--- src/hw/stp_pkg.sv ---
// Operation
// Third port: four fixed inputs, four outputs
// Port lines carry handshakes, interrupts, timer, select
// Serial mode uses receive and transmit pins
// Bit rate comes from timer_a end-of-count
// Transmit adds start bit and two stops
// Eight bits sent; bit seven odd parity
// Each transmitted character raises irq_four
// Peer sends start, eight data, stop
// Receive parity error replaces bit seven
// Each received character raises irq_three
// Two 8-bit counters with 6-bit prescalers
// timer_b internal or external; timer_a internal
// Prescaler divides by one to sixty-four
// Counter decrements loaded count, one to 256
// Terminal count raises irq_four or irq_five
// Counters start, stop, resume, restart
// Single-pass or continuous reload modes
// Count readable without disturbance; prescaler not
// timer_b clock: internal/4 or timer input
// Timer input: clock, triggers, or gate
// Timer output: timer_a, timer_b, or clock
// timer_a end-of-count may clock timer_b
// Counters, external interrupts run during halt
// Received byte held; newer byte overwrites
package stp_pkg;
  localparam int          STP_DATA_W    = 8;
  localparam int          STP_CNT_W     = 8;
  localparam int          STP_PRE_W     = 6;
  localparam int          STP_PIN_N     = 4;
  localparam int          STP_IDX_RX    = 0;
  localparam int          STP_IDX_TIN   = 1;
  localparam int          STP_IDX_HSA   = 2;
  localparam int          STP_IDX_HSB   = 3;
  localparam logic [1:0]  STP_TDIV_LAST = 2'h3;
  localparam logic [3:0]  STP_OVS_LAST  = 4'hf;
  localparam logic [3:0]  STP_OVS_HALF  = 4'h7;
  localparam logic [3:0]  STP_TX_BITS   = 4'hb;
  localparam logic [3:0]  STP_RX_BITS   = 4'h8;
  localparam logic [1:0]  STP_TIN_CLK   = 2'h0;
  localparam logic [1:0]  STP_TIN_GATE  = 2'h1;
  localparam logic [1:0]  STP_TIN_TRIG  = 2'h2;
  localparam logic [1:0]  STP_TIN_RETRG = 2'h3;
  localparam logic [1:0]  STP_TOUT_A    = 2'h0;
  localparam logic [1:0]  STP_TOUT_B    = 2'h1;
  typedef enum logic [1:0] {
    STP_TX_IDLE = 2'b01,
    STP_TX_SEND = 2'b10
  } stp_tx_e;
  typedef enum logic [3:0] {
    STP_RX_IDLE  = 4'b0001,
    STP_RX_START = 4'b0010,
    STP_RX_DATA  = 4'b0100,
    STP_RX_STOP  = 4'b1000
  } stp_rx_e;
endpackage : stp_pkg

--- src/hw/stp_counter.sv ---
`timescale 1ns/1ps
`default_nettype none
module stp_counter #(
  parameter int CW = 8,
  parameter int PW = 6
) (
  input  wire logic          i_sys_clk,
  input  wire logic          i_reset,
  input  wire logic          i_tick,
  input  wire logic          i_start,
  input  wire logic          i_stop,
  input  wire logic          i_resume,
  input  wire logic          i_cont,
  input  wire logic [CW-1:0] i_init,
  input  wire logic [PW-1:0] i_scale,
  output logic      [CW-1:0] o_count,
  output logic               o_run,
  output logic               o_eoc
);
  typedef struct packed {
    logic [PW-1:0] pre;
    logic [CW-1:0] cnt;
    logic          run;
    logic          eoc;
  } stp_cnt_s;

  stp_cnt_s cur_ff;
  stp_cnt_s nxt_cur;

  // Zero in the prescaler or counter stands for the full range
  always_comb begin
    nxt_cur     = cur_ff;
    nxt_cur.eoc = 1'b0;
    if (i_start) begin
      nxt_cur.pre = i_scale;
      nxt_cur.cnt = i_init;
      nxt_cur.run = 1'b1;
    end else if (i_stop) begin
      nxt_cur.run = 1'b0;
    end else if (i_resume) begin
      nxt_cur.run = 1'b1;
    end else if (cur_ff.run && i_tick) begin
      if (cur_ff.pre == PW'(1)) begin
        nxt_cur.pre = i_scale;
        if (cur_ff.cnt == CW'(1)) begin
          nxt_cur.eoc = 1'b1;
          nxt_cur.cnt = i_init;
          nxt_cur.run = i_cont;
        end else begin
          nxt_cur.cnt = cur_ff.cnt - CW'(1);
        end
      end else begin
        nxt_cur.pre = cur_ff.pre - PW'(1);
      end
    end
  end

  always_ff @(posedge i_sys_clk) begin
    if (i_reset) begin
      cur_ff <= '0;
    end else begin
      cur_ff <= nxt_cur;
    end
  end

  // Count is a plain flop view; prescaler is never exposed
  assign o_count = cur_ff.cnt;
  assign o_run   = cur_ff.run;
  assign o_eoc   = cur_ff.eoc;
endmodule : stp_counter
`default_nettype wire

--- src/hw/stp_unit.sv ---
`timescale 1ns/1ps
`default_nettype none
module stp_unit #(
  parameter int DW = stp_pkg::STP_DATA_W,
  parameter int CW = stp_pkg::STP_CNT_W,
  parameter int PW = stp_pkg::STP_PRE_W
) (
  input  wire logic          i_sys_clk,
  input  wire logic          i_reset,
  input  wire logic          i_serial_rx_pin,
  input  wire logic          i_timer_in_pin,
  input  wire logic          i_hs_in_pin_a,
  input  wire logic          i_hs_in_pin_b,
  output logic               o_serial_tx_pin,
  output logic               o_timer_out_pin,
  output logic               o_hs_out_pin_a,
  output logic               o_hs_out_pin_b,
  input  wire logic [3:0]    i_port_out,
  output logic      [3:0]    o_port_in,
  input  wire logic          i_uart_en,
  input  wire logic          i_parity_en,
  input  wire logic [DW-1:0] i_tx_data,
  input  wire logic          i_tx_load,
  output logic               o_tx_busy,
  output logic      [DW-1:0] o_rx_data,
  output logic               o_rx_full,
  input  wire logic          i_rx_read,
  input  wire logic          i_hs0_en,
  input  wire logic          i_hs0_out,
  input  wire logic          i_hs1_en,
  input  wire logic          i_hs1_out,
  input  wire logic          i_hs2_en,
  input  wire logic          i_hs2_out,
  input  wire logic          i_dm_en,
  input  wire logic          i_data_space_select_n,
  input  wire logic          i_tout_en,
  input  wire logic [1:0]    i_tout_sel,
  input  wire logic          i_ta_start,
  input  wire logic          i_ta_stop,
  input  wire logic          i_ta_resume,
  input  wire logic          i_ta_cont,
  input  wire logic [CW-1:0] i_ta_init,
  input  wire logic [PW-1:0] i_ta_scale,
  output logic      [CW-1:0] o_ta_count,
  input  wire logic          i_tb_start,
  input  wire logic          i_tb_stop,
  input  wire logic          i_tb_resume,
  input  wire logic          i_tb_cont,
  input  wire logic [CW-1:0] i_tb_init,
  input  wire logic [PW-1:0] i_tb_scale,
  output logic      [CW-1:0] o_tb_count,
  input  wire logic          i_tb_ext_en,
  input  wire logic [1:0]    i_tin_mode,
  input  wire logic          i_cascade,
  output logic               o_irq_zero,
  output logic               o_irq_one,
  output logic               o_irq_two,
  output logic               o_irq_three,
  output logic               o_irq_four,
  output logic               o_irq_five
);
  localparam int NP = stp_pkg::STP_PIN_N;

  typedef struct packed {
    logic [NP-1:0]   s1;
    logic [NP-1:0]   s2;
    logic [NP-1:0]   prev;
    logic [1:0]      div;
    stp_pkg::stp_tx_e tx_st;
    logic [10:0]     tx_sh;
    logic [3:0]      tx_bit;
    logic [3:0]      tx_ovs;
    logic            busy;
    stp_pkg::stp_rx_e rx_st;
    logic [DW-1:0]   rx_sh;
    logic [3:0]      rx_bit;
    logic [3:0]      rx_ovs;
    logic [DW-1:0]   rx_buf;
    logic            rx_full;
    logic            ta_tgl;
    logic            tb_tgl;
    logic            tx_pin;
    logic            tout_pin;
    logic            hs_a;
    logic            hs_b;
    logic [5:0]      irq;
  } stp_s;

  stp_s cur_ff;
  stp_s nxt_cur;

  logic [CW-1:0] ta_cnt;
  logic          ta_run;
  logic          ta_eoc;
  logic [CW-1:0] tb_cnt;
  logic          tb_run;
  logic          tb_eoc;
  logic          tclk;
  logic          tin_rise;
  logic          tb_tick;
  logic          tb_trig;
  logic          tx_acc;
  logic          tx_done;
  logic          rx_done;
  logic          rx_line;
  logic [DW-1:0] rx_byte;
  logic          rx_perr;
  logic [NP-1:0] fall;

  // Timer clock: processor clock divided by four, as an enable
  assign tclk     = (cur_ff.div == stp_pkg::STP_TDIV_LAST);
  assign tin_rise = cur_ff.s2[stp_pkg::STP_IDX_TIN] & ~cur_ff.prev[stp_pkg::STP_IDX_TIN];
  assign fall     = cur_ff.prev & ~cur_ff.s2;
  assign rx_line  = cur_ff.s2[stp_pkg::STP_IDX_RX];

  // timer_b source: cascade, timer input clock, gate, or internal
  always_comb begin
    tb_tick = tclk;
    tb_trig = 1'b0;
    if (i_cascade) begin
      tb_tick = ta_eoc;
    end else if (i_tb_ext_en) begin
      unique case (i_tin_mode)
        stp_pkg::STP_TIN_CLK: tb_tick = tin_rise;
        stp_pkg::STP_TIN_GATE: tb_tick = tclk & cur_ff.s2[stp_pkg::STP_IDX_TIN];
        stp_pkg::STP_TIN_TRIG: tb_trig = tin_rise & ~tb_run;
        stp_pkg::STP_TIN_RETRG: tb_trig = tin_rise;
      endcase
    end
  end

  // Neither counter sees a halt; timer_a runs on the free timer clock, timer_b on its selected tick source
  stp_counter #(
    .CW (CW),
    .PW (PW)
  ) u_timer_a (
    .i_sys_clk (i_sys_clk),
    .i_reset   (i_reset),
    .i_tick    (tclk),
    .i_start   (i_ta_start),
    .i_stop    (i_ta_stop),
    .i_resume  (i_ta_resume),
    .i_cont    (i_ta_cont),
    .i_init    (i_ta_init),
    .i_scale   (i_ta_scale),
    .o_count   (ta_cnt),
    .o_run     (ta_run),
    .o_eoc     (ta_eoc)
  );

  stp_counter #(
    .CW (CW),
    .PW (PW)
  ) u_timer_b (
    .i_sys_clk (i_sys_clk),
    .i_reset   (i_reset),
    .i_tick    (tb_tick),
    .i_start   (i_tb_start | tb_trig),
    .i_stop    (i_tb_stop),
    .i_resume  (i_tb_resume),
    .i_cont    (i_tb_cont),
    .i_init    (i_tb_init),
    .i_scale   (i_tb_scale),
    .o_count   (tb_cnt),
    .o_run     (tb_run),
    .o_eoc     (tb_eoc)
  );

  assign tx_acc  = i_uart_en && i_tx_load && (cur_ff.tx_st == stp_pkg::STP_TX_IDLE);
  assign rx_byte = {rx_line, cur_ff.rx_sh[DW-1:1]};
  assign rx_perr = ~^cur_ff.rx_sh;

  always_comb begin
    nxt_cur      = cur_ff;
    tx_done      = 1'b0;
    rx_done      = 1'b0;
    nxt_cur.s1   = {i_hs_in_pin_b, i_hs_in_pin_a, i_timer_in_pin, i_serial_rx_pin};
    nxt_cur.s2   = cur_ff.s1;
    nxt_cur.prev = cur_ff.s2;
    nxt_cur.div  = cur_ff.div + 2'h1;
    if (ta_eoc) begin
      nxt_cur.ta_tgl = ~cur_ff.ta_tgl;
    end
    if (tb_eoc) begin
      nxt_cur.tb_tgl = ~cur_ff.tb_tgl;
    end

    // Transmitter: one bit per sixteen timer_a terminal counts
    unique case (cur_ff.tx_st)
      stp_pkg::STP_TX_IDLE: begin
        if (tx_acc) begin
          nxt_cur.tx_sh = {2'b11, i_parity_en ? ~^i_tx_data[6:0] : i_tx_data[7],
                           i_tx_data[6:0], 1'b0};
          nxt_cur.tx_bit = '0;
          nxt_cur.tx_ovs = '0;
          nxt_cur.tx_st  = stp_pkg::STP_TX_SEND;
        end
      end
      stp_pkg::STP_TX_SEND: begin
        if (ta_eoc) begin
          nxt_cur.tx_ovs = cur_ff.tx_ovs + 4'h1;
          if (cur_ff.tx_ovs == stp_pkg::STP_OVS_LAST) begin
            nxt_cur.tx_sh  = {1'b1, cur_ff.tx_sh[10:1]};
            nxt_cur.tx_bit = cur_ff.tx_bit + 4'h1;
            if (cur_ff.tx_bit == stp_pkg::STP_TX_BITS - 4'h1) begin
              tx_done       = 1'b1;
              nxt_cur.tx_st = stp_pkg::STP_TX_IDLE;
            end
          end
        end
      end
      default: nxt_cur.tx_st = stp_pkg::STP_TX_IDLE;
    endcase

    // Receiver: oversampled on the same timer_a ticks
    unique case (cur_ff.rx_st)
      stp_pkg::STP_RX_IDLE: begin
        if (i_uart_en && ta_eoc && !rx_line) begin
          nxt_cur.rx_ovs = '0;
          nxt_cur.rx_st  = stp_pkg::STP_RX_START;
        end
      end
      stp_pkg::STP_RX_START: begin
        if (ta_eoc) begin
          nxt_cur.rx_ovs = cur_ff.rx_ovs + 4'h1;
          if (cur_ff.rx_ovs == stp_pkg::STP_OVS_HALF) begin
            // Glitch shorter than half a bit is dropped
            nxt_cur.rx_ovs = '0;
            nxt_cur.rx_bit = '0;
            nxt_cur.rx_st  = rx_line ? stp_pkg::STP_RX_IDLE : stp_pkg::STP_RX_DATA;
          end
        end
      end
      stp_pkg::STP_RX_DATA: begin
        if (ta_eoc) begin
          nxt_cur.rx_ovs = cur_ff.rx_ovs + 4'h1;
          if (cur_ff.rx_ovs == stp_pkg::STP_OVS_LAST) begin
            nxt_cur.rx_sh  = rx_byte;
            nxt_cur.rx_bit = cur_ff.rx_bit + 4'h1;
            if (cur_ff.rx_bit == stp_pkg::STP_RX_BITS - 4'h1) begin
              nxt_cur.rx_st = stp_pkg::STP_RX_STOP;
            end
          end
        end
      end
      stp_pkg::STP_RX_STOP: begin
        // Only the first stop bit is awaited, so two-stop peers also fit
        if (ta_eoc && cur_ff.rx_ovs == stp_pkg::STP_OVS_LAST) begin
          rx_done        = 1'b1;
          nxt_cur.rx_st  = stp_pkg::STP_RX_IDLE;
          nxt_cur.rx_buf = cur_ff.rx_sh;
          if (i_parity_en) begin
            nxt_cur.rx_buf[DW-1] = rx_perr;
          end
        end else if (ta_eoc) begin
          nxt_cur.rx_ovs = cur_ff.rx_ovs + 4'h1;
        end
      end
      default: nxt_cur.rx_st = stp_pkg::STP_RX_IDLE;
    endcase
    if (!i_uart_en) begin
      nxt_cur.rx_st = stp_pkg::STP_RX_IDLE;
    end

    // A new byte arriving with the read still counts as unread
    nxt_cur.rx_full = rx_done | (cur_ff.rx_full & ~i_rx_read);
    nxt_cur.busy    = (nxt_cur.tx_st == stp_pkg::STP_TX_SEND);

    // Output pin routing
    if (i_uart_en) begin
      nxt_cur.tx_pin = (nxt_cur.tx_st == stp_pkg::STP_TX_SEND) ? nxt_cur.tx_sh[0] : 1'b1;
    end else begin
      nxt_cur.tx_pin = i_port_out[3];
    end
    if (i_tout_en) begin
      unique case (i_tout_sel)
        stp_pkg::STP_TOUT_A: nxt_cur.tout_pin = nxt_cur.ta_tgl;
        stp_pkg::STP_TOUT_B: nxt_cur.tout_pin = nxt_cur.tb_tgl;
        default: nxt_cur.tout_pin = cur_ff.div[1];
      endcase
    end else if (i_hs2_en) begin
      nxt_cur.tout_pin = i_hs2_out;
    end else begin
      nxt_cur.tout_pin = i_port_out[2];
    end
    nxt_cur.hs_a = i_hs0_en ? i_hs0_out : i_port_out[1];
    if (i_dm_en) begin
      nxt_cur.hs_b = i_data_space_select_n;
    end else begin
      nxt_cur.hs_b = i_hs1_en ? i_hs1_out : i_port_out[0];
    end

    // Interrupt request pulses; pin requests on falling edges
    nxt_cur.irq[0] = fall[stp_pkg::STP_IDX_HSA];
    nxt_cur.irq[1] = fall[stp_pkg::STP_IDX_HSB];
    nxt_cur.irq[2] = fall[stp_pkg::STP_IDX_TIN];
    nxt_cur.irq[3] = i_uart_en ? rx_done : fall[stp_pkg::STP_IDX_RX];
    nxt_cur.irq[4] = ta_eoc | tx_done;
    nxt_cur.irq[5] = tb_eoc;
  end

  always_ff @(posedge i_sys_clk) begin
    if (i_reset) begin
      cur_ff          <= '0;
      cur_ff.s1       <= '1;
      cur_ff.s2       <= '1;
      cur_ff.prev     <= '1;
      cur_ff.tx_st    <= stp_pkg::STP_TX_IDLE;
      cur_ff.rx_st    <= stp_pkg::STP_RX_IDLE;
      cur_ff.tx_pin   <= 1'b1;
      cur_ff.hs_b     <= 1'b1;
    end else begin
      cur_ff <= nxt_cur;
    end
  end

  assign o_serial_tx_pin = cur_ff.tx_pin;
  assign o_timer_out_pin = cur_ff.tout_pin;
  assign o_hs_out_pin_a  = cur_ff.hs_a;
  assign o_hs_out_pin_b  = cur_ff.hs_b;
  assign o_port_in       = cur_ff.s2;
  assign o_tx_busy       = cur_ff.busy;
  assign o_rx_data       = cur_ff.rx_buf;
  assign o_rx_full       = cur_ff.rx_full;
  assign o_ta_count      = ta_cnt;
  assign o_tb_count      = tb_cnt;
  assign o_irq_zero      = cur_ff.irq[0];
  assign o_irq_one       = cur_ff.irq[1];
  assign o_irq_two       = cur_ff.irq[2];
  assign o_irq_three     = cur_ff.irq[3];
  assign o_irq_four      = cur_ff.irq[4];
  assign o_irq_five      = cur_ff.irq[5];
endmodule : stp_unit
`default_nettype wire

--- config.mk ---
export PLATFORM = sky130hd
export DESIGN_NAME = stp_unit
export DESIGN_NICKNAME = d
export VERILOG_FILES = /design/src/hw/stp_pkg.sv /design/src/hw/stp_counter.sv /design/src/hw/stp_unit.sv
export SDC_FILE = /design/constraint.sdc
export NUM_CORES = 1
export LEC_CHECK = 0
export BUFFER_PORTS_ARGS = -buffer_cell sky130_fd_sc_hd__buf_2
export CAP_MARGIN = 40
export CORE_UTILIZATION = 60
export DETAILED_ROUTE_END_ITERATION = 8
export GPL_ROUTABILITY_DRIVEN = 0
export PLACE_DENSITY_LB_ADDON = 0.2
export SYNTH_ARGS = -nofsm -noshare
export SYNTH_HDL_FRONTEND = slang
export SYNTH_SLANG_ARGS = --single-unit
--- constraint.sdc ---
create_clock -name i_sys_clk -period 3.4 [get_ports i_sys_clk]
set_input_delay 0.17 -clock i_sys_clk [delete_from_list [all_inputs] [get_ports i_sys_clk]]
set_output_delay 0.17 -clock i_sys_clk [all_outputs]
set_load 0.005 [all_outputs]
; Word level (Yosys, flattened, before mapping)
; Cells that the tools add are included.
[classes]
eq_ne = 37
reduce_logical = 41
order_cmp = 0
div = 0
add_sub_neg = 9
shift = 0
n_mux = 67
bitwise = 19
n_mul = 0
[ops]
columns = operator, n
row1 = $mux W14, 4
row2 = $mux W16, 3
row3 = $mux W21, 2
row4 = $pmux W19 S2, 1
row5 = $mux W4, 8
row6 = $mux W8, 4
row7 = $pmux W4 S4, 2
row8 = $mux W15, 2
row9 = $reduce_bool A4 Y1, 7
row10 = $mux W1, 26
row11 = $mux W10, 2
row12 = $mux W20, 1
row13 = $ne A2 B2 Y1 const B, 10
row14 = $reduce_and A3 Y1, 6
row15 = $mux W17, 1
row16 = $add A4 B1 Y4 const B, 4
row17 = $eq A4 B4 Y1 const B, 4
row18 = $eq A8 B1 Y1 const B, 2
row19 = $sub A8 B1 Y8 const B, 2
row20 = $eq A4 B3 Y1 const B, 3
row21 = $eq A6 B1 Y1 const B, 2
row22 = $mux W6, 2
row23 = $ne A2 B1 Y1 const B, 6
row24 = $reduce_and A4 Y1, 3
row25 = 28 further kinds, 66
[totals]
reg_bits = 109
ram_bits = 0
n_memories = 0
latchBits = 0
input_bits = 73
romBits = 0

; Longest topological paths before layout
; Gate-level depths: netlist of run 1.
[logic_depth]
depth_word = 10
ltp_mapped = 9
depth_no_buf = 7

; Hierarchy
; A second synthesis of run 1 with hierarchy kept.
[hier_totals]
cells_unflattened = 727
hier_area_um2 = 6144.6
[by_module_without_submodules]
columns = mod, cells_each, seq_area_each_um2, n_inst, area_per_inst_um2
row1 = stp_unit, 403, 1541.5, 1, 3539.6
row2 = stp_counter, 162, 320.3, 2, 1302.5

; Least setup slack after synthesis of run 1
; No wires, ideal clock.
[synth_path]
path_kind = register to register
startpoint = reg u_timer_a.cur_ff[10] in the netlist's numbering
endpoint = reg u_timer_a.cur_ff, in the netlist u_timer_a.o_count[3]
t_arrival_ps = 1885
path_stages_with_launch = 9
n_path_buf = 2
synth_period_minus_slack_ps = 2012
slack_ps = 1388
setup_ps = 128
path_cell_list = dfxtp_1 -> ha_1 -> or4b_1 -> buf_2 -> o41ai_2 -> buf_4 -> o21ai_0 -> a22oi_1 -> nor2_1
[synth_via]
elab_chain_len = 3
[synth_rtl]
columns = item, line
row1 = start: declaration, stp_counter.sv:27  ; stp_cnt_s cur_ff;
row2 = start signal: assignment, stp_counter.sv:62  ; cur_ff <= nxt_cur;
row3 = $eq A6 B1 Y1, stp_counter.sv:43  ; if (cur_ff.pre == PW'(1)) begin
row4 = $reduce_bool A2 Y1 (no source line), n/a
row5 = $reduce_and A4 Y1 (no source line), n/a
; Every way passes these cells.
; A chain may end at the register's enable or synchronous reset.

; Worst setup path in the final report of run 1
[layout_path]
startpoint = reg u_timer_a.cur_ff, in the netlist u_timer_a.o_eoc
endpoint = reg cur_ff[48] in the netlist's numbering
[layout_via]
elab_chain_len = 2
[layout_rtl]
columns = item, line
row1 = $ne A2 B1 Y1 (no source line), n/a
row2 = $reduce_and A4 Y1 (no source line), n/a
row3 = end signal: assignment, stp_unit.sv:313  ; cur_ff <= nxt_cur;
row4 = end: declaration, stp_unit.sv:89  ; stp_s cur_ff;
; Every way passes these cells.

==> metrics.md, run 1 <==
| Metric | Value |
|---|---|
| I/O pin count | 113 |
| Final setup fails | 0 |
| Final Hold Vio Count | 0 |
| Detailed Route WL | about 13,000 microns |
| Fillers | 799 |
| CP max-delay cell | a211oi_2 |
| Met2 WL | 6099 microns |
| Post-Syn Area | 5741 sq um |
| Initial antenna violation count | 0 |
| GRT Util Overall | 26.17% |
| Lkg Pwr | 2.570 nW |
| Global-route wire length before repair | 21,350 microns |
| DRT met1 WL | 5658 microns |
| Share of cells above drive strength 1 | 21.93% |
| Drt pass-1 iters | 4 |
| Crit-path max cell delay | 740 ps |
| Final setup margin | 1086 ps |
| Initial core utilization | 62.13% |
| CP Launch Type | register |
| Worst Hold Class | in2reg |
| Largest net degree at the start of global routing | 63 |
| Req. time, crit path | 3660 ps |
| Synth warn | 0 |
| Post-synth ARST share | 0% |
| Worst Path Max Fanout | 16 |
| Worst VDD drop | 0.2550 mV |
| Worst slack after detailed placement | approximately 1100 ps |
| DR vias/cell | 5.853 |
| CTS Sinks | 109 |
| Leading post-synthesis cells by cell area | dfxtp_1 (38%), nand2_1 (4.4%), a21oi_1 (4.4%), nor2_1 (4.1%), buf_4 (3.8%) |
| Post-route setup TNS | 0 ps |
| Die Width | 99.82 microns |
| CTS tree | built |
| Synth top area share | 38.01% |
| Status | finished, final reports clean |
| Maximum clock frequency | 432.1 MHz |
| H-tree Lvls | 3 |
| # DRC | 0 |
| Post-synthesis net count | 770 |
| Layout area overhead | 10.96% |
| Register area share after synthesis | 38.01% |
| DR top layer | met4 |
| Port Buffers | 112 |
| Tmin final | roughly 2300 ps |
| Synth Area per Inst | 8.430 sq um |
| Post-synth EDFFs | 0 |
| Die span in y | roughly 100 microns |
| # rows | 35 |
| # diodes | 0 |
| WHS | 8.483 ps |
| Routed wire per std cell | roughly 14 microns |
| Met3 routed WL | 715 microns |
| Worst Path Arrival | ~2600 ps |
| Most frequent cell after synthesis | dfxtp_1 |
| Clk slew on worst S/H paths | 100 ps |
| Setup CP Type | reg2reg |
| CTS buffer count | 9 |
| Slew of the pin with the lowest slew margin | 878.4 ps |
| Total number of vias | 5,186 |
| Netlist cell types | 75 |
| Postcts setup bufs | 0 |
| Initial drt markers | 189 |
| Clk root buf | clkbuf_8 |
| Max-cap check violation count | 0 |
| Power Dens Cells | 432.6 nW/um^2 |
| Hpwl dp | 9123 microns |
| Die ar. | 9963 sq um |
| Final core utilization | 68.94% |
| Final Cycle Share | 68.07% |
| Primary FF master, synth | dfxtp_1 |
| Cells after synthesis | 681 |
| FF+latch count, synth | 109 |
| Critical path endpoint category | register |
| Nets | around 840 |
| RSZ-0062 raised after global routing | false |
| Core ar. | 9240 sq um |
| Final Max Slew Viols | 0 |
| Max_slew headroom | 40.94% |
| Routed Antenna Nets | 0 |
| Cell taking the most area after synthesis | dfxtp_1 |
| Clock Latency Late Sink | about 380 ps |
| CTS resizes | 0 |
| Gr ovfl total | 0 |
| Number of global-route vias before repair | 4,855 |
| Clock Skew | 12.80 ps |
| Top post-synthesis cells by count | dfxtp_1 (109), nand2_1 (67), nor2_1 (62), a21oi_1 (50), buf_4 (29) |
| Worst path cell trace | nand4_1 > a211oi_2 > buf_4 > nand2_1 > xor2_1 > nor2_1 |
| CTS Buffer Depth | 2 |
## worst max-delay path: cells and delay by family (launching register included)
kind                   cells  cell delay, ps
AO/OA/AOI/OAI              1             740
flip-flops                 1             680
AND/OR/NAND/NOR            3             350
buffers and inverters      1             310
XOR/XNOR                   1             120
## what timing repair did
item	4_1_cts	5_1_grt
endpoints found under the setup margin	0	0
hold endpoints to repair	5	0
hold buffers	5	0
## sequential cells by signal, summed over array words and instances, names as in the netlist, 4 cells and up
signal,cells
u_timer_b.cur_ff,6
u_timer_a.cur_ff,6
o_port_in,4
cur_ff,53
o_rx_data,8
u_timer_a.o_count,8
u_timer_b.o_count,8
## final timing paths
kind | start | slack (ps) | to | cells after the start
worst max-delay path | u_timer_a.o_eoc | 1090 | cur_ff[48] | 6
worst max register to register | u_timer_a.o_eoc | 1090 | cur_ff[48] | 6
worst min-delay path | i_data_space_select_n | 8 | o_hs_out_pin_b | 3
worst min register to register | cur_ff[67] | 420 | o_irq_zero | 2
## cell type report
type / instances / area (sq um) / share of cell area, %
repair buffers: 122 / 648.1 / 10.17
multi-input cells: 484 / 3107 / 48.77
well taps: 129 / 161.4 / 2.534
clock inverters: 6 / 46.29 / 0.7268
flip-flops and latches: 109 / 2182 / 34.26
inverters: 26 / 97.59 / 1.532
clock buffers: 10 / 127.6 / 2.004
## through the flow
stage	std cells	area (sq um)	power, W
3_5_place_dp	865	6146	0.002048
5_1_grt	886	6370	0.002898
3_3_place_gp	865	6146	0.002017
6_report	886	6370	0.002756
2_1_floorplan	681	5741	0.001889
4_1_cts	886	6370	0.002764
## cell families after synthesis
family                   after synthesis  share of synthesized area [%]
AO/OA/AOI/OAI                        183                          21.77
XOR/XNOR                              19                          3.858
adder cells (fa/ha/maj)               16                          3.487
buffers and inverters                 88                          7.956
flip-flops                           109                          38.01
multiplexers                          13                          2.354
AND/OR/NAND/NOR                      253                          22.56
## cell usage in the layout, fill, tap and decap left out, types with 10 or more instances in the layout
cell type  synthesis  final
inv_1             24     24
or2_2             13     13
nor2b_1           13     13
nand4_1           10     10
nand3_1           14     14
buf_2              8    112
o21ai_0           28     28
dfxtp_1          109    109
xnor2_1           10     10
nand2_1           67     67
a211oi_1          24     23
nor3_1            17     17
nor2_1            62     62
ha_1              16     16
a21oi_1           50     50
a22oi_1           17     17
## power by group
group	leakage [nW]	switching, W	internal [W]
Combinational	1.60	0.000322	0.000251
Clock	0.0833	0.000454	0.000272
Sequential	0.891	0.0000786	0.00138
Total	2.57	0.000855	0.00190
## per-layer routing
metal | track usage [%] | up-vias
met5 | 0 | -
met4 | 11.76 | 0
met3 | 3.900 | 24
met2 | 44.40 | 163
met1 | 32.98 | 2440
li1 | - | 2559
(Power assumes the default switching activity.)
==> run 2: changes to the inputs <==
- CORE_UTILIZATION: 60 -> 50
- clock period: 3.4 -> 1.95 ns (I/O delays scaled with it)
==> run 2 against run 1 <==
Effect of this change:
- cell count rose by 7.7%
- worst hold slack better by 10 ps
- power grew 99%
- critical endpoint is now u_timer_b.o_count[3]
- largest power group unchanged
- highest routed layer unchanged
==> metrics.md, run 2 (synthesis results as in run 1) <==
| Metric | Value |
|---|---|
| Status | finished, final reports clean |
| Max reg flops | 53 (unchanged) |
| Max-cap check violation count | 0 (unchanged) |
| Layout area overhead | 24.15% |
| Tmin final | 1921 ps (-393.0 ps) |
| Clock power share | 32.1% (+5.7 points) |
| Total number of vias | 5,449 (+5.1%) |
| DR vias/cell | 5.712 (-2.4%) |
| Die span in y | 109.2 microns (+9.4%) |
| Detailed Route WL | 14,320 microns (+13%) |
| Hold_sp | i_tb_scale[5] |
| Hold path depth | 3 (unchanged) |
| Number of global-route vias before repair | 5,234 (+7.8%) |
| Sequential share of power | 46.1% (-6.7 points) |
| Net Sw Power | 0.001602 W (+87%) |
| # rows | 38 (+8.6%) |
| Final Max Slew Viols | 0 (unchanged) |
| Final Non-Filler Cells | 954 (+7.7%) |
| Worst VDD drop | 0.5126 mV (+100%) |
| Final setup fails | 0 (unchanged) |
| Final setup margin | 28.56 ps (-1057 ps) |
| Gr ovfl total | 0 (unchanged) |
| CTS Sinks | 109 (unchanged) |
| Clock Latency Late Sink | 350 ps (-30 ps) |
| Final Cycle Share | 98.54% (+30 points) |
| Critical R2R Capture | u_timer_b.o_count[3] |
| Delay-heaviest family, CP | compound AO/OA/AOI/OAI gates |
| Combinational power share | 21.8% (+1.0 points) |
| Initial core utilization | 52.04% (-10 points) |
| Global-route wire length before repair | 22,940 microns (+7.5%) |
| # DRC | 0 (unchanged) |
| Max_slew headroom | 68.53% (+28 points) |
| CTS tree | built |
| Clk slew on worst S/H paths | 70 ps (-30 ps) |
| Dpl cell area | 6550 sq um (+6.6%) |
| H-tree Lvls | 3 (unchanged) |
| CP Launch Type | register |
| Slew of the pin with the lowest slew margin | 471.4 ps (-407.0 ps) |
| Flop2flop setup slack | 30 ps (-1060 ps) |
| Critical path endpoint category | register |
| Die ar. | 11,910 sq um (+20%) |
| Largest net degree at the start of global routing | 54 (-14%) |
| CP max-delay cell | or4_1 |
| Port Buffers | 112 (unchanged) |
| Worst Path Max Fanout | 4 (-12) |
| Sw frac | 29.20% (-1.8 points) |
| Initial drt markers | 308 (+63%) |
| Worst slack after detailed placement | -37.32 ps (-1152 ps) |
| Worst R2R Start | cur_ff[63] |
| # diodes | 0 (unchanged) |
| CTS buffer count | 9 (unchanged) |
| Internal | 0.003884 W (+100%) |
| Hpwl dp | 9973 microns (+9.3%) |
| Crit-path max cell delay | 470 ps (-270 ps) |
| Worst path cell trace | ha_4 > nand2_1 > a311o_2 > a31o_4 > or4_1 > o2111a_1 |
| Initial antenna violation count | 0 (unchanged) |
| Power Dens Cells | 769.6 nW/um^2 (+78%) |
| Worst Hold Class | in2reg |
| Core ar. | 11,030 sq um (+19%) |
| Drt pass-1 iters | 5 (+1) |
| Setup CP Type | reg2reg |
| Routed Antenna Nets | 0 (unchanged) |
| Worst Path Arrival | 2160 ps (-410 ps) |
| Clk root buf | clkbuf_16 |
| Most common cell after layout, fill and taps aside | buf_2 |
| Design Area, Final | 7127 sq um (+12%) |
| Maximum clock frequency | 520.4 MHz (+20%) |
| Reg with most FFs | cur_ff |
| Lkg Pwr | 2.941 nW (+14%) |
| Hold path endpoint | u_timer_b.cur_ff[15] |
| Req. time, crit path | 2190 ps (-1470 ps) |
| I/O pin count | 113 (unchanged) |
| CTS Buffer Depth | 2 (unchanged) |
| RSZ-0062 raised after global routing | true |
| Die Width | 109.2 microns (+9.4%) |
| Final Hold Vio Count | 0 (unchanged) |
| Final core utilization | 64.61% (-4.3 points) |
| Most frequent cells in the layout | buf_2 (112), dfxtp_1 (104), nand2_1 (67) |
| Cells after DPL | 923 (+6.7%) |
| Share of cells above drive strength 1 | 30.59% (+8.7 points) |
| Buf+Inv Stages, Crit Path | 0 (-1) |
| GRT Util Overall | 24.25% (-1.9 points) |
| R2R depth | 6 (unchanged) |
| Post-route setup TNS | 0 ps (unchanged) |
| Clock Skew | 8.442 ps (-4.359 ps) |
| Routed wire per std cell | 15.01 microns (+4.5%) |
| Nets | 898 (+6.8%) |
==> run 2: how the worst max path moves through the flow <==
stage	start	end	slack, ps	depth (start not counted)
2_1_floorplan	u_timer_a.cur_ff[10]	u_timer_a.cur_ff[12]	10	7
3_3_place_gp	u_timer_a.cur_ff[11]	u_timer_a.cur_ff[14]	30	8
3_5_place_dp	u_timer_a.cur_ff[11]	u_timer_a.cur_ff[10]	-40	8
4_1_cts	u_timer_a.cur_ff[11]	u_timer_a.cur_ff[10]	0.4	8
5_1_grt	u_timer_b.cur_ff[12]	u_timer_b.o_count[3]	-20	7
6_report	cur_ff[63]	u_timer_b.o_count[3]	30	6
==> run 2: worst reg2reg max path: stages, from the launching register on <==
cell and delay (ps):
dfxtp_2 360, ha_4 140, nand2_1 60, a311o_2 410, a31o_4 230, or4_1 470, o2111a_1 150
==> run 2: power groups by stage <==
| stage | Combinational (W) | Clock, W | Sequential [W] |
|---|---|---|---|
| final | 0.00120 | 0.00176 | 0.00253 |
| after global routing | 0.00132 | 0.00190 | 0.00255 |
| after CTS | 0.00116 | 0.00181 | 0.00252 |
| after detailed placement | 0.00113 | 0 | 0.00257 |
| after global placement | 0.00110 | 0 | 0.00256 |
| after floorplan | 0.000746 | 0 | 0.00255 |
==> run 2: metal layers <==
metal  part of all wire (%)  vias to the layer above  global-route usage [%]
li1                       -                     2683                       -
met3                    5.0                       36                   4.363
met5                      0                        -                       0
met1                     45                     2543                   29.15
met2                     48                      187                   41.69
met4                    2.8                        0                   11.39
==> run 2: what timing repair did <==
action | in CTS | in global routing
endpoints found under the hold margin | 8 | 0
cloned | 0 | 0
resized for setup | 1 | 38
setup buffers | 0 | 6
pin swaps | 1 | 7
endpoints found under the setup margin | 8 | 27
hold buffers | 9 | 0
==> run 2: layout make-up <==
cell class | count | area (sq um)
fillers | 932 | 3904
multi-input cells | 484 | 3248
flip-flops and latches | 109 | 2188
repair buffers | 179 | 1131
clock buffers | 10 | 239.0
well taps | 140 | 175.2
inverters | 26 | 97.59
clock inverters | 6 | 47.55
==> run 2: metrics by stage <==
step	total power, W	hold slack (ps)
3_5_place_dp	0.003702	281.5
3_3_place_gp	0.003661	292.5
4_1_cts	0.005491	10.35
5_1_grt	0.005770	14.63
6_report	0.005485	18.77
2_1_floorplan	0.003293	176.8
==> run 3: changes to the inputs <==
- GPL_TIMING_DRIVEN: unset -> 0
==> run 3 against run 2 <==
Effect of this change:
- critical endpoint unchanged
- fmax is 5.3% lower
- the flow now finishes with violations (negative setup slack)
- first-iteration DRC count is 14% higher
- register-to-register slack worse by 110 ps
- die area stayed put
- sequential power hardly changed
- clock-buffer cell count is 2 higher
- cell area is 6.2% higher
- cell count is 2.5% higher
==> metrics.md, run 3 (synthesis results as in run 1) <==
| Metric | Value |
|---|---|
| Max-cap check violation count | 0 (unchanged) |
| Flop2flop setup slack | -80 ps (-110 ps) |
| Most frequent cells in the layout | buf_2 (113), dfxtp_1 (93), nand2_1 (66) |
| Number of global-route vias before repair | 5,230 (-0.076%) |
| Initial drt markers | 352 (+14%) |
| Worst Path Arrival | 2280 ps (+120 ps) |
| CTS tree | built |
| Die ar. | 11,910 sq um (unchanged) |
| Met2 WL | 7951 microns (+17%) |
| Max reg flops | 53 (unchanged) |
| Initial core utilization | 52.04% (unchanged) |
| Worst Path Max Fanout | 5 (+1) |
| Routed wire per std cell | 16.43 microns (+9.5%) |
| Detailed Route WL | 16,070 microns (+12%) |
| Post-route setup TNS | -197.5 ps (-197.5 ps) |
| Clock power share | 34.1% (+2.0 points) |
| Final setup fails | 4 (+4) |
| R2R depth | 6 (unchanged) |
| Final Cycle Share | 104.0% (+5.5 points) |
| DR top layer | met4 |
| Slew of the pin with the lowest slew margin | 776.1 ps (+304.7 ps) |
| Status | complete, but fails checks |
| CTS Buffer Depth | 2 (unchanged) |
| Worst VDD drop | 0.4260 mV (-17%) |
| Met3 routed WL | 1026 microns (+42%) |
| Critical R2R Capture | u_timer_b.o_count[3] |
| Die Width | 109.2 microns (unchanged) |
| Clock Skew | 8.452 ps (+0.009190 ps) |
| Max_slew headroom | 48.26% (-20 points) |
| Design Area, Final | 7566 sq um (+6.2%) |
| Worst slack after detailed placement | -381.0 ps (-343.7 ps) |
| # rows | 38 (unchanged) |
| Global-route wire length before repair | 24,410 microns (+6.4%) |
| DR vias/cell | 5.857 (+2.5%) |
| H-tree Lvls | 3 (unchanged) |
| GRT Util Overall | 26.44% (+2.2 points) |
| Clk root buf | clkbuf_16 |
| Die span in y | 109.2 microns (unchanged) |
| # diodes | 0 (unchanged) |
| Internal | 0.004199 W (+8.1%) |
| Hpwl dp | 10,600 microns (+6.2%) |
| RSZ-0062 raised after global routing | true |
| Worst R2R Start | cur_ff[66] |
| Sequential share of power | 43.9% (-2.2 points) |
| Sw frac | 27.94% (-1.3 points) |
| # DRC | 0 (unchanged) |
| Final setup margin | -78.14 ps (-106.7 ps) |
| DRT met1 WL | 6754 microns (+5.8%) |
| Area of the multi-input gates | 3518 sq um (+8.3%) |
| Final Non-Filler Cells | 978 (+2.5%) |
| Gr ovfl total | 0 (unchanged) |
| Nets | 922 (+2.7%) |
| Critical path endpoint category | register |
| Worst Hold Class | in2reg |
| Final Hold Vio Count | 0 (unchanged) |
| Initial antenna violation count | 0 (unchanged) |
| Share of cells above drive strength 1 | 36.28% (+5.7 points) |
| CP Launch Type | register |
| Final Max Slew Viols | 0 (unchanged) |
| Net Sw Power | 0.001628 W (+1.7%) |
| Clock Latency Late Sink | 360 ps (about the same) |
| Failing checks | negative setup slack |
| Drt pass-1 iters | 5 (unchanged) |
| FF/Latch Area | 2207 sq um (+0.86%) |
| Port Buffers | 111 (-0.89%) |
| Cells after DPL | 932 (+0.98%) |
| Dpl cell area | 6471 sq um (-1.2%) |
| Hold path endpoint | o_rx_full |
| CTS buffer count | 9 (unchanged) |
| WHS | 1.305 ps (-17.47 ps) |
| CTS Sinks | 109 (unchanged) |
| Total number of vias | 5,728 (+5.1%) |
| Routed Antenna Nets | 0 (unchanged) |
| Req. time, crit path | 2200 ps (about the same) |
| Combinational power share | 22.0% (+0.2 points) |
| Clk slew on worst S/H paths | 70 ps (about the same) |
| Hold_sp | i_rx_read |
| Most common cell after layout, fill and taps aside | buf_2 |
| Core ar. | 11,030 sq um (unchanged) |
| Fillers | 906 (-2.8%) |
| Reg with most FFs | cur_ff |
| Maximum clock frequency | 493.1 MHz (-5.3%) |
| Setup CP Type | reg2reg |
| Hold path depth | 3 (unchanged) |
| Largest net degree at the start of global routing | 17 (-69%) |
| I/O pin count | 113 (unchanged) |
| Lkg Pwr | 3.075 nW (+4.5%) |
| Layout area overhead | 31.80% |
| Tmin final | 2028 ps (+106.7 ps) |
| Power Dens Cells | 770.2 nW/um^2 (about the same) |
run 3: cell types whose count changed in the layout (fill, tap and decap cells not counted), sizes merged:
cell / change
clkbuf: +18
buf: +8
bufinv: +2
inv: -1
clkinvlp: -1
clkinv: -2
run 3: how the worst max path moves through the flow:
| stage | start | to | slack (ps) |
|---|---|---|---|
| finish | cur_ff[66] | u_timer_b.o_count[3] | -80 |
| global route | cur_ff[66] | u_timer_b.o_count[3] | -160 |
| CTS | u_timer_a.cur_ff[11] | u_timer_a.o_count[2] | -100 |
| detailed placement | u_timer_b.o_count[0] | u_timer_b.o_count[2] | -380 |
| global placement | u_timer_b.o_count[0] | u_timer_b.o_count[2] | -280 |
| floorplan | u_timer_a.cur_ff[10] | u_timer_a.cur_ff[12] | 10 |
run 3: worst max-delay path, cell delays in order, from the launching register on:
cell and delay, ps:
dfxtp_2 330, nand4bb_1 210, or3_1 390, buf_6 150
a31o_4 230, or4_4 470, o2111a_1 140
run 3: power groups by stage:
| stage | registers, W | clock network [W] | logic (W) |
|---|---|---|---|
| global placement | 0.00258 | 0 | 0.00102 |
| CTS | 0.00254 | 0.00201 | 0.00117 |
| detailed placement | 0.00258 | 0 | 0.00105 |
| finish | 0.00256 | 0.00199 | 0.00128 |
| floorplan | 0.00255 | 0 | 0.000746 |
| global route | 0.00258 | 0.00210 | 0.00141 |
run 3: cell type report:
| cell class | count | share of cell area, % |
|---|---|---|
| Multi-Input combinational cell | 484 | 46.50 |
| Buffer | 53 | 4.597 |
| Timing Repair Buffer | 150 | 11.81 |
| Clock buffer | 12 | 3.390 |
| Sequential cell | 109 | 29.17 |
| Tap cell | 140 | 2.315 |
| Inverter | 26 | 1.290 |
| Clock inverter | 4 | 0.9261 |
run 3: timing repair:
action	4_1_cts	5_1_grt
pin swaps	23	15
setup buffers	17	13
endpoints found under the hold margin	8	0
setup endpoints to repair	70	64
gates cloned	0	0
hold buffers	9	0
resized for setup	62	70
run 3: per-layer routing:
layer	global-route usage (%)	vias to the layer above
met5	0	-
met4	9.846	0
met3	4.961	42
met2	45.60	210
met1	32.49	2745
li1	-	2731
run 3: metrics by stage:
step                power (W)  util, %
floorplan            0.003293        -
global placement     0.003591    58.67
detailed placement   0.003633    58.67
CTS                  0.005721    65.69
global route         0.006097    68.59
finish               0.005828    68.59
